$ cat src/hdl/sep_pkg.sv
// Purpose: Shared constants and types for the serial EEPROM pin port.
// Assumes: 100 MHz system clock on both ends.
// Notes:   Offsets, reset values and cycle counts live only here.
package sep_pkg;

   // ***************************************************************
   // Timing
   // ***************************************************************
   localparam int CLK_HZ                 = 100_000_000;
   localparam int WRITE_CYCLE_TIME_MS    = 5;
   localparam int POWERUP_READ_DELAY_MS  = 1;
   localparam int POWERUP_WRITE_DELAY_MS = 1;
   // Longest time, so it rounds down
   localparam int WRITE_CYCLE_CYC = CLK_HZ / 1000 * WRITE_CYCLE_TIME_MS;
   // Least time, so it rounds up; both delays are equal
   localparam int POWERUP_CYC =
      (CLK_HZ / 1000 * POWERUP_WRITE_DELAY_MS + 999) / 1000 * 1000;
   localparam int SYNC_LAG_CYC  = 3;
   localparam int SCK_HALF_CYC  = 8;
   localparam int TIMER_W       = 19;
   localparam int POWERUP_W     = 17;

   // ***************************************************************
   // Commands and status layout
   // ***************************************************************
   localparam logic [7:0] OPC_WR_ENABLE   = 8'h06;
   localparam logic [7:0] OPC_WR_DISABLE  = 8'h04;
   localparam logic [7:0] STATUS_READ_CMD = 8'h05;
   localparam logic [7:0] OPC_STATUS_WR   = 8'h01;
   localparam logic [7:0] OPC_READ        = 8'h03;
   localparam logic [7:0] OPC_WRITE       = 8'h02;
   localparam int ST_BUSY_POS = 0;
   localparam int ST_WEL_POS  = 1;
   localparam int ST_BP_LO    = 2;
   localparam int ST_BP_HI    = 3;
   localparam int ST_PPE_POS  = 7;

   // ***************************************************************
   // Reset values
   // ***************************************************************
   // Pin order: wp_n, hold_n, si, cs_n, sck; idle levels
   localparam logic [4:0] SYNC_RST  = 5'h1a;
   localparam logic [7:0] BYTE_RST  = 8'h00;

   typedef enum logic [1:0] {
      DS_IDLE = 2'b00,
      DS_CMD  = 2'b01,
      DS_ARG  = 2'b10,
      DS_SKIP = 2'b11
   } sep_dstate_t;

   typedef enum logic [1:0] {
      HS_WAIT  = 2'b00,
      HS_IDLE  = 2'b01,
      HS_SHIFT = 2'b10,
      HS_GAP   = 2'b11
   } sep_hstate_t;

endpackage

$ cat src/hdl/sep_if.sv
// Purpose: Pin bundle between host controller and EEPROM port.
// Assumes: Serial output is released by a high enable.
// Notes:   A pull-up is modelled on the released output line.
`timescale 1ns/100ps
interface sep_if;
   logic sck;
   logic cs_n;
   logic si;
   logic hold_n;
   logic wp_n;
   logic so;
   logic so_oe_n;
   logic so_line;

   // Released line floats high through the board pull-up
   assign so_line = so_oe_n ? 1'b1 : so;

   modport dev (
      input  sck, cs_n, si, hold_n, wp_n,
      output so, so_oe_n
   );
   modport host (
      output sck, cs_n, si, hold_n, wp_n,
      input  so_line
   );
endinterface

$ cat src/hdl/sep_dev.sv
// Purpose: EEPROM serial port end: pin framing, pause, protect, busy.
// Assumes: Pins are asynchronous; sck well below clock_i / 6.
// Notes:   Array contents stay with the user side; bytes pass out.
// Contract
// - Sample serial input on clock rising edges.
// - Change serial output on clock falling edges.
// - Opcode, address, data arrive as one stream.
// - Host supplies serial clock for every bit.
// - Select high holds serial output released.
// - Select high means standby; write cycle continues.
// - Host frames each session with select edges.
// - Protect pin high blocks no writes.
// - Pin low and enable bit refuse status writes.
// - Host pauses with pause low, clock low.
// - Pause keeps transfer state intact.
// - Pause releases serial output; resume drives again.
// - Host ties pause high when unused.
// - Internal write ends within five milliseconds.
// - Host waits one millisecond after power-up.
// - During write cycle only status read accepted.
`timescale 1ns/100ps
module sep_dev #(
   parameter int unsigned WRITE_CYCLE_CYC = sep_pkg::WRITE_CYCLE_CYC
) (
   input  wire logic       clock_i,
   input  wire logic       rst_i,
   sep_if.dev              link,
   output logic            rx_valid_o,
   input  wire logic       rx_ready_i,
   output logic [7:0]      rx_data_o,
   output logic            rx_first_o,
   input  wire logic [7:0] tx_data_i,
   output logic            tx_taken_o,
   output logic [7:0]      status_o,
   output logic            overrun_o
);
   typedef struct packed {
      logic [4:0]          s1;
      logic [4:0]          s2;
      logic                sck_p;
      sep_pkg::sep_dstate_t st;
      logic [2:0]          bitn;
      logic [1:0]          byten;
      logic [7:0]          shin;
      logic [7:0]          opc;
      logic [7:0]          shout;
      logic [7:0]          sr_new;
      logic                load;
      logic                drv;
      logic                so;
      logic                push;
      logic [7:0]          pdata;
      logic                pfirst;
      logic                wel;
      logic                ppe;
      logic [1:0]          bp;
      logic                busy;
      logic [sep_pkg::TIMER_W-1:0] tmr;
      logic                ovf;
      logic                txl;
   } sep_dev_state_t;

   localparam logic [sep_pkg::TIMER_W-1:0] TMR_LOAD =
      sep_pkg::TIMER_W'(WRITE_CYCLE_CYC - sep_pkg::SYNC_LAG_CYC - 1);

   sep_dev_state_t q;
   sep_dev_state_t n;
   logic           buf_ready;
   logic           rise;
   logic           fall;
   logic           sel;
   logic           run;
   logic           wp_lo;
   logic           held;
   logic [7:0]     byte_in;
   logic [7:0]     status;

   // ***************************************************************
   // Pin views after the two-stage synchroniser
   // ***************************************************************
   assign rise    = q.s2[0] & ~q.sck_p;
   assign fall    = ~q.s2[0] & q.sck_p;
   assign sel     = ~q.s2[1];
   assign held    = ~q.s2[3];
   assign wp_lo   = ~q.s2[4];
   assign run     = sel & ~held;
   assign byte_in = {q.shin[6:0], q.s2[2]};

   // Status byte as seen by a status read
   always_comb begin
      status = sep_pkg::BYTE_RST;
      status[sep_pkg::ST_BUSY_POS] = q.busy;
      status[sep_pkg::ST_WEL_POS]  = q.wel;
      status[sep_pkg::ST_BP_HI:sep_pkg::ST_BP_LO] = q.bp;
      status[sep_pkg::ST_PPE_POS]  = q.ppe;
   end

   // ***************************************************************
   // Next state
   // ***************************************************************
   always_comb begin
      n      = q;
      n.push = 1'b0;
      n.txl  = 1'b0;
      n.s1   = {link.wp_n, link.hold_n, link.si, link.cs_n, link.sck};
      n.s2   = q.s1;
      n.sck_p = q.s2[0];

      // Lost word if the buffer could not take the last push
      if (q.push & ~buf_ready) begin
         n.ovf = 1'b1;
      end

      // Write cycle timer runs whether or not the port is selected
      if (q.busy) begin
         if (q.tmr == '0) begin
            n.busy = 1'b0;
            n.wel  = 1'b0;
         end else begin
            n.tmr = q.tmr - 1'b1;
         end
      end

      if (!sel) begin
         // Session end: commit only whole bytes of an accepted command
         if (q.st != sep_pkg::DS_IDLE && q.st != sep_pkg::DS_SKIP &&
             q.bitn == 3'd0) begin
            unique case (q.opc)
               sep_pkg::OPC_WR_ENABLE:  n.wel = 1'b1;
               sep_pkg::OPC_WR_DISABLE: n.wel = 1'b0;
               sep_pkg::OPC_WRITE: begin
                  if (q.wel && q.byten == 2'd3) begin
                     n.busy = 1'b1;
                     n.tmr  = TMR_LOAD;
                  end
               end
               sep_pkg::OPC_STATUS_WR: begin
                  // Pin high never blocks; low with enable bit refuses
                  if (q.wel && q.byten != 2'd0 &&
                      !(q.ppe && wp_lo)) begin
                     n.bp   = q.sr_new[sep_pkg::ST_BP_HI:sep_pkg::ST_BP_LO];
                     n.ppe  = q.sr_new[sep_pkg::ST_PPE_POS];
                     n.busy = 1'b1;
                     n.tmr  = TMR_LOAD;
                  end
               end
               default: ;
            endcase
         end
         // Standby: framing resets, output released
         n.st    = sep_pkg::DS_IDLE;
         n.bitn  = 3'd0;
         n.byten = 2'd0;
         n.load  = 1'b0;
         n.drv   = 1'b0;
      end else begin
         if (q.st == sep_pkg::DS_IDLE) begin
            n.st = sep_pkg::DS_CMD;
         end

         // Input bits on rising sck, one continuous stream
         if (run && rise) begin
            n.shin = byte_in;
            n.bitn = q.bitn + 3'd1;
            if (q.bitn == 3'd7) begin
               unique case (q.st)
                  sep_pkg::DS_CMD: begin
                     n.opc = byte_in;
                     if (q.busy &&
                         byte_in != sep_pkg::STATUS_READ_CMD) begin
                        n.st = sep_pkg::DS_SKIP;
                     end else begin
                        n.st     = sep_pkg::DS_ARG;
                        n.push   = 1'b1;
                        n.pdata  = byte_in;
                        n.pfirst = 1'b1;
                        n.load   = byte_in == sep_pkg::STATUS_READ_CMD;
                     end
                  end
                  sep_pkg::DS_ARG: begin
                     n.push   = 1'b1;
                     n.pdata  = byte_in;
                     n.pfirst = 1'b0;
                     if (q.byten != 2'd3) begin
                        n.byten = q.byten + 2'd1;
                     end
                     if (q.byten == 2'd0) begin
                        n.sr_new = byte_in;
                     end
                     // Data follows the second address byte
                     n.load = (q.opc == sep_pkg::STATUS_READ_CMD) ||
                              (q.opc == sep_pkg::OPC_READ &&
                               q.byten != 2'd0);
                  end
                  sep_pkg::DS_SKIP: ;
                  sep_pkg::DS_IDLE: ;
               endcase
            end
         end

         // Output bits move on falling sck only
         if (run && fall) begin
            if (q.load) begin
               n.shout = (q.opc == sep_pkg::STATUS_READ_CMD) ?
                         status : tx_data_i;
               n.txl   = q.opc != sep_pkg::STATUS_READ_CMD;
               n.so    = n.shout[7];
               n.shout = {n.shout[6:0], 1'b0};
               n.load  = 1'b0;
               n.drv   = 1'b1;
            end else if (q.drv) begin
               n.so    = q.shout[7];
               n.shout = {q.shout[6:0], 1'b0};
            end
         end
      end
   end

   // ***************************************************************
   // State register
   // ***************************************************************
   always_ff @(posedge clock_i or posedge rst_i) begin
      if (rst_i) begin
         q      <= '0;
         q.s1   <= sep_pkg::SYNC_RST;
         q.s2   <= sep_pkg::SYNC_RST;
         q.st   <= sep_pkg::DS_IDLE;
      end else begin
         q <= n;
      end
   end

   // ***************************************************************
   // Outputs
   // ***************************************************************
   // Released while deselected or paused; pause keeps drv for resume
   assign link.so_oe_n = ~(sel & q.drv & ~held);
   assign link.so      = q.so;
   assign tx_taken_o   = q.txl;
   assign status_o     = status;
   assign overrun_o    = q.ovf;

   // Slack for a receiver that stalls briefly between bytes
   sep_buf2 #(
      .W     (9),
      .DEPTH (2)
   ) u_rxbuf (
      .clock_i     (clock_i),
      .rst_i       (rst_i),
      .in_valid_i  (q.push),
      .in_data_i   ({q.pfirst, q.pdata}),
      .in_ready_o  (buf_ready),
      .out_valid_o (rx_valid_o),
      .out_ready_i (rx_ready_i),
      .out_data_o  ({rx_first_o, rx_data_o})
   );
endmodule

$ cat src/hdl/sep_buf2.sv
// Purpose: Two-entry valid/ready buffer.
// Assumes: Single clock, both sides same domain.
// Notes:   in_ready_o drops when both entries are held.
`timescale 1ns/100ps
module sep_buf2 #(
   parameter int W     = 9,
   parameter int DEPTH = 2
) (
   input  wire logic         clock_i,
   input  wire logic         rst_i,
   input  wire logic         in_valid_i,
   input  wire logic [W-1:0] in_data_i,
   output logic              in_ready_o,
   output logic              out_valid_o,
   input  wire logic         out_ready_i,
   output logic [W-1:0]      out_data_o
);
   localparam int AW = $clog2(DEPTH);

   typedef struct packed {
      logic [DEPTH-1:0][W-1:0] mem;
      logic [AW-1:0]           wr;
      logic [AW-1:0]           rd;
      logic [AW:0]             cnt;
   } sep_buf_t;

   sep_buf_t q;
   sep_buf_t n;
   logic     push;
   logic     pop;

   // ***************************************************************
   // Handshakes
   // ***************************************************************
   assign in_ready_o  = q.cnt != (AW+1)'(DEPTH);
   assign out_valid_o = q.cnt != '0;
   assign out_data_o  = q.mem[q.rd];
   assign push        = in_valid_i & in_ready_o;
   assign pop         = out_valid_o & out_ready_i;

   // Pointers wrap at the depth
   always_comb begin
      n = q;
      if (push) begin
         n.mem[q.wr] = in_data_i;
         n.wr = (q.wr == AW'(DEPTH-1)) ? '0 : q.wr + 1'b1;
      end
      if (pop) begin
         n.rd = (q.rd == AW'(DEPTH-1)) ? '0 : q.rd + 1'b1;
      end
      n.cnt = q.cnt + (AW+1)'(push) - (AW+1)'(pop);
   end

   always_ff @(posedge clock_i or posedge rst_i) begin
      if (rst_i) begin
         q <= '0;
      end else begin
         q <= n;
      end
   end
endmodule

$ cat src/flat_wrapper.sv
// flat-port wrapper written by rule: the top's interface ports become plain ports
module sep_dev_flat 
#(
   parameter int unsigned WRITE_CYCLE_CYC = sep_pkg::WRITE_CYCLE_CYC
)
  (clock_i, rst_i, rx_valid_o, rx_ready_i, rx_data_o, rx_first_o, tx_data_i, tx_taken_o, status_o, overrun_o, link_sck, link_cs_n, link_si, link_hold_n, link_wp_n, link_so, link_so_oe_n);
  sep_if link_i ();
  input  wire logic clock_i;
  input  wire logic rst_i;
  output logic rx_valid_o;
  input  wire logic rx_ready_i;
  output logic [7:0] rx_data_o;
  output logic rx_first_o;
  input  wire logic [7:0] tx_data_i;
  output logic tx_taken_o;
  output logic [7:0] status_o;
  output logic overrun_o;
  input wire logic [$bits(link_i.sck)-1:0] link_sck;
  input wire logic [$bits(link_i.cs_n)-1:0] link_cs_n;
  input wire logic [$bits(link_i.si)-1:0] link_si;
  input wire logic [$bits(link_i.hold_n)-1:0] link_hold_n;
  input wire logic [$bits(link_i.wp_n)-1:0] link_wp_n;
  output wire logic [$bits(link_i.so)-1:0] link_so;
  output wire logic [$bits(link_i.so_oe_n)-1:0] link_so_oe_n;
  assign link_i.sck = link_sck;
  assign link_i.cs_n = link_cs_n;
  assign link_i.si = link_si;
  assign link_i.hold_n = link_hold_n;
  assign link_i.wp_n = link_wp_n;
  assign link_so = link_i.so;
  assign link_so_oe_n = link_i.so_oe_n;
  sep_dev #(.WRITE_CYCLE_CYC(WRITE_CYCLE_CYC)) u_core (.clock_i(clock_i), .rst_i(rst_i), .link(link_i), .rx_valid_o(rx_valid_o), .rx_ready_i(rx_ready_i), .rx_data_o(rx_data_o), .rx_first_o(rx_first_o), .tx_data_i(tx_data_i), .tx_taken_o(tx_taken_o), .status_o(status_o), .overrun_o(overrun_o));
endmodule
$ cat config.mk
export PLATFORM = sky130hd
export DESIGN_NAME = sep_dev_flat
export DESIGN_NICKNAME = d
export VERILOG_FILES = /design/src/hdl/sep_pkg.sv /design/src/hdl/sep_if.sv /design/src/hdl/sep_dev.sv /design/src/hdl/sep_buf2.sv /design/src/flat_wrapper.sv
export SDC_FILE = /design/constraint.sdc
export NUM_CORES = 1
export LEC_CHECK = 0
export BUFFER_PORTS_ARGS = -buffer_cell sky130_fd_sc_hd__buf_2
export CAP_MARGIN = 20
export CORE_UTILIZATION = 39
export CTS_CLUSTER_DIAMETER = 80
export DETAILED_ROUTE_END_ITERATION = 8
export SYNTH_ARGS = -nofsm -noshare
export SYNTH_HDL_FRONTEND = slang
export SYNTH_HIERARCHICAL = 1
export SYNTH_SLANG_ARGS = --single-unit
$ cat constraint.sdc
create_clock -name clock_i -period 2.59 [get_ports clock_i]
set_input_delay 0.259 -clock clock_i [delete_from_list [all_inputs] [get_ports clock_i]]
set_output_delay 0.259 -clock clock_i [all_outputs]
set_load 0.02 [all_outputs]
# Yosys cells after proc, flatten, opt, wreduce, memory -nomap -nowiden
# Index checks and enable logic that the tools add are counted.
dict set report totals {
  reg_bits 111
  inputBits 16
  out_inout_bits 22
  elab_cells 155
}
dict set report classes {
  add_sub_neg 7
  order_cmp 3
  eq_ne 17
  n_mux 50
  bitwise 14
  n_reduce_logical 36
}
# operator n
set op_table {}
lappend op_table {{24-bit two-way mux} 2}
lappend op_table {{23-bit two-way mux} 2}
lappend op_table {{10-bit two-way mux} 4}
lappend op_table {{20-bit two-way mux} 2}
lappend op_table {{8-bit two-way mux} 5}
lappend op_table {{20-bit case mux with 2 select lines} 1}
lappend op_table {{8-bit by 3-bit equality test with 1-bit output (second input constant)} 4}
lappend op_table {{9-bit two-way mux} 3}
lappend op_table {{2-bit nonzero test} 11}
lappend op_table {{10-bit case mux with 2 select lines} 1}
lappend op_table {{19-bit logical NOT} 1}
lappend op_table {{19-bit two-way mux} 1}
lappend op_table {{19-bit by 1-bit subtractor with 19-bit output (second input constant)} 1}
lappend op_table {{18-bit bitwise mux} 1}
lappend op_table {{8-bit by 2-bit equality test with 1-bit output (second input constant)} 2}
lappend op_table {{2-bit two-way mux} 8}
lappend op_table {{8-bit by 3-bit inequality test with 1-bit output (second input constant)} 2}
lappend op_table {{1-bit two-way mux} 14}
lappend op_table {{4-bit AND reduction} 3}
lappend op_table {{1-bit logical AND} 11}
lappend op_table {{5-bit AND reduction} 2}
lappend op_table {{9-bit demux with 1-bit select} 1}
lappend op_table {{1-bit bitwise AND} 8}
lappend op_table {{8-bit by 1-bit equality test with 1-bit output (second input constant)} 1}
lappend op_table {{other kinds (21)} 36}

# Logic depth before layout (Yosys ltp)
dict set report depth {
  depth_word 9
  depth_mapped 8
  ltp_nobuf 7
}

# Cells and area by module
# The synthesis kept the hierarchy.
# mod instances cells_each area_each_um2 seq_area_each_um2
set by_module_without_submodules {}
lappend by_module_without_submodules {sep_dev 1 344 3858.7 2059.5}
lappend by_module_without_submodules {sep_buf2 1 66 1067.3 550.5}

# Least setup slack after synthesis
# No wires, ideal clock.
dict set report synth_path {
  kind {register to register}
  start {register u_core/q[60] in the netlist's numbering}
  end {register u_core.q (netlist bit u_core/status_o[1])}
  setup_ns 0.128
  arrival_time_ns 1.988
  required_ns 2.462
  slack_ns 0.475
  stages_incl_launch_ff 5
  n_path_buf 0
  synth_period_minus_slack_ns 2.115
  cell_sequence {dfrtp_1 or4_4 or4_4 nor4b_4 mux2_1}
}
# item line_no
set synth_lines {}
lappend synth_lines {{start, declared} sep_dev.sv:66} ;# sep_dev_state_t q;
lappend synth_lines {{start signal, assigned} sep_dev.sv:229} ;# q <= n;

# Worst setup path in the final report
dict set report layout_path {
  start {register u_core/q[60] in the netlist's numbering}
  end {register u_core.q (netlist bit u_core/status_o[3])}
}
dict set report layout_between {
  elab_chain_len 2
}
# item line_no
set layout_rtl {}
lappend layout_rtl {{8-bit by 1-bit equality test with 1-bit output} sep_dev.sv:128} ;# unique case (q.opc)
lappend layout_rtl {{4-bit AND reduction (no line)} -}
# Every way passes these cells.
# A chain may end at the register's enable or synchronous reset.

==> out/metrics.csv <==
stage,metric,value,unit
status,status,finished clean,
global_routing,overflow,0,
final_layout,drive_gt1_share,28.6,%
detailed_routing,drc,0,
global_routing,grt_first_pass_wirelength,15.9,mm
synthesis,synth_top_area_share,49.8,%
sta,period_minus_slack,2.21,ns
place,place.gp.congestion,0.799,
synthesis,post_synth_inst_count,410,
synthesis,ys.flop_type,dfrtp_1,
final_layout,fin_nets,472,
synthesis,synth_area_leaders,"dfrtp_1 (50%), mux2_2 (7.1%), mux2_4 (5.5%)",
cts,h-tree-depth,3,
place,dpl.hpwl,6.43,mm
worst_setup_path,rr_endpoint,u_core/status_o[3],
sta,report.final.slew_viol_count,0,
pwr,pwr-share-clk,39.9,%
pwr,vdd_ir_drop_max,0.373,mV
global_routing,grt.total_usage,15.8,%
detailed_routing,via_per_inst,5.07,
synthesis,synth_area,4930,sq um
die,die_w,114,microns
sta,tns,0,ns
detailed_routing,firstDrtPassIters,4,
place,numPortBuffers,34,
pwr,power_leakage,0.00266,uW
worst_setup_path,r2r_start,u_core/q[60],
place,place_inst,596,
sta,setup_viol,0,
sta,maxSlewHeadroom,39.0,%
pwr,swShare,26.1,%
die,die_h,114,microns
synthesis,avgSynthCellArea,12.0,sq um
die,die_area,13100,sq um
detailed_routing,wl_per_cell,15.0,microns
worst_setup_path,cp.buffers_inverters,0,
synthesis,yosys_warnings,6,
pwr,power.internal,2510,uW
sta,rsz0062_at_grt,false,
worst_setup_path,slowest_stage,or4_4,
die,row_count,40,
cts,clkTransAtPathRegs,0.08,ns
sta,final.period_utilization,85.4,%
final_layout,syn2layout_area_growth,13.4,%
worst_setup_path,worstPathCellList,or4_4 -> or4_4 -> nor2_1 -> mux2_2,
cts,cts.sinks,104,
cts,root_buffer,clkbuf_16,
sta,worst_slew_pin_slew,0.909,ns
cts,clockBufferDepth,2,
worst_setup_path,ff2ff_path_depth,4,
cts,cts_buffers,9,
detailed_routing,antenna_left,0,
die,initial_core_util,40.5,%
worst_setup_path,cp-end-kind,register,
final_layout,stdcell_count,616,
worst_setup_path,cp.arrival,2.45,ns
synthesis,synth_top_area_cell,dfrtp_1,
pwr,p_seq_share,52.9,%
worst_setup_path,crit_type,reg -> reg,
cts,insertion_delay,0.35,ns
pwr,pwr-share-comb,7.2,%
cts,cts_repair_resize_count,0,
worst_setup_path,cp_common_cell,or4_4,
synthesis,ys_types,63,
synthesis,synth_seq_cells,104,
job,cap_violations,0,
final_layout,fill_cells,1153,
die,core-area,12200,sq um
synthesis,ys_seq_area_share,53.0,%
pwr,power-per-cell-area,609,nW/um^2
synthesis,synth-edff-count,0,
die,io_pins,38,
global_routing,grt_max_degree,83,
detailed_routing,num_vias,3125,
worst_setup_path,worstPathMaxFanout,4,
min_path,hp-class,in -> async,
detailed_routing,wl,9.22,mm
worst_setup_path,max_stage_delay,0.54,ns
final_layout,antenna_cells,0,
synthesis,async_reset_ff_share,100,%
global_routing,antenna_found_initial,0,
worst_setup_path,critical-path-top-delay-family,simple AND/OR/NAND/NOR gates,
pwr,p_sw,887,uW
worst_setup_path,r2r_slack,0.38,ns
detailed_routing,drt_iter0_markers,143,
cts,cts_tree,done,
sta,finalHoldViolations,0,
worst_setup_path,startpoint_type,register,
worst_setup_path,cp.required,2.82,ns
sta,finClkSkew,0.00949,ns
sta,fmax,452,MHz
global_routing,grt_pass1_vias,3144,
## cell usage after synthesis (all sizes together), types with 3 or more instances
cell type / instances
nor3: 5
o21ai: 18
nor2: 21
nor3b: 5
nor4: 7
xnor2: 8
nand3: 14
nand3b: 3
mux2: 50
xor2: 6
nand4: 3
inv: 17
nor4b: 5
nand2b: 3
a22o: 8
dfstp: 6
a31oi: 6
ha: 13
nand2: 24
or4: 4
dfrtp: 98
clkbuf: 11
a21oi: 15
o31ai: 7
and2: 3
nor2b: 5
buf: 13
mux2i: 5
## flip-flops by register name, summed over array words and instances, names as in the netlist
| name | count |
|---|---|
| u_core/byte_in | 8 |
| u_core/status_o | 5 |
| u_core/u_rxbuf/q | 22 |
| u_core/overrun_o | 1 |
| u_core/n | 6 |
| u_core/tx_taken_o | 1 |
| u_core/link.so | 1 |
| u_core/q | 60 |
## through the flow
| step | total power, uW | instance area (sq um) | utilization, % | hold slack (ns) | setup WS (ns) |
|---|---|---|---|---|---|
| 6_report | 3400 | 5590 | 45.9 | 0.00640 | 0.378 |
| 5_1_grt | 3550 | 5590 | 45.9 | 0.00649 | 0.286 |
| 4_1_cts | 3470 | 5590 | 45.9 | 0.00274 | 0.366 |
| 3_5_place_dp | 2080 | 5240 | 43.1 | 0.335 | 0.381 |
| 3_3_place_gp | 2070 | 5240 | 43.1 | 0.334 | 0.435 |
| 2_1_floorplan | 1990 | 4930 | - | 0.248 | 0.232 |
## metal layers
| metal | vias to the layer above | part of all wire (%) | track usage, % |
|---|---|---|---|
| met1 | 1547 | 50 | 21.3 |
| met3 | 5 | 3.5 | 4.29 |
| met4 | 0 | 0.67 | 5.02 |
| met2 | 52 | 46 | 24.8 |
| li1 | 1521 | - | - |
| met5 | - | 0 | 0 |
## cells by family after synthesis
family,synth area share [%]
adder cells (fa/ha/maj),3.30
AO/OA/AOI/OAI,8.92
XOR/XNOR,2.49
multiplexers,13.8
flip-flops,53.0
other,0.0761
AND/OR/NAND/NOR,14.3
buffers and inverters,4.11
## area by class of cell
cell class | count | area, sq um | area share (%)
well taps | 168 | 210 | 3.76
inverters | 17 | 65.1 | 1.16
multi-input cells | 267 | 2130 | 38.1
repair buffers | 44 | 268 | 4.79
flip-flops and latches | 104 | 2610 | 46.7
clock inverters | 7 | 82.6 | 1.48
clock buffers | 9 | 225 | 4.03
## worst reg2reg max path: stages, from the launching register on
cell and delay, ns:
dfrtp_1 0.38, or4_4 0.54, or4_4 0.54, nor2_1 0.27, mux2_2 0.37
## power groups by stage
stage	clock network, uW	logic, uW	registers, uW
after global routing	1460	273	1810
after floorplan	0	224	1770
after detailed placement	0	247	1830
final	1360	246	1800
after CTS	1410	253	1800
after global placement	0	238	1830
## cells in the final DEF (no fill, tap or decap), types with 7 or more instances in the layout
| cell | n |
|---|---|
| a21oi_1 | 14 |
| a22o_1 | 8 |
| buf_2 | 34 |
| clkbuf_16 | 9 |
| dfrtp_1 | 98 |
| ha_1 | 13 |
| inv_1 | 16 |
| mux2_2 | 31 |
| mux2_4 | 18 |
| nand2_1 | 24 |
| nand3_1 | 14 |
| nor2_1 | 20 |
| o21ai_0 | 16 |
| o31ai_1 | 7 |
| xnor2_1 | 8 |
## repair_timing
item,4_1_cts,5_1_grt
endpoints found under the hold margin,4,0
hold buffers,4,0
endpoints found under the setup margin,0,0
setup buffers,0,0
## worst max path at each step
stage | slack (ns) | cells after the start | to | from
after floorplan | 0.23 | 1 | u_core/byte_in[0] | rst_i
after global placement | 0.44 | 4 | u_core/status_o[2] | u_core/q[60]
after detailed placement | 0.38 | 4 | u_core/status_o[7] | u_core/q[60]
after CTS | 0.37 | 4 | u_core/status_o[3] | u_core/q[60]
after global routing | 0.29 | 4 | u_core/status_o[2] | u_core/q[60]
final | 0.38 | 4 | u_core/status_o[3] | u_core/q[60]
(Power assumes the default switching activity.)
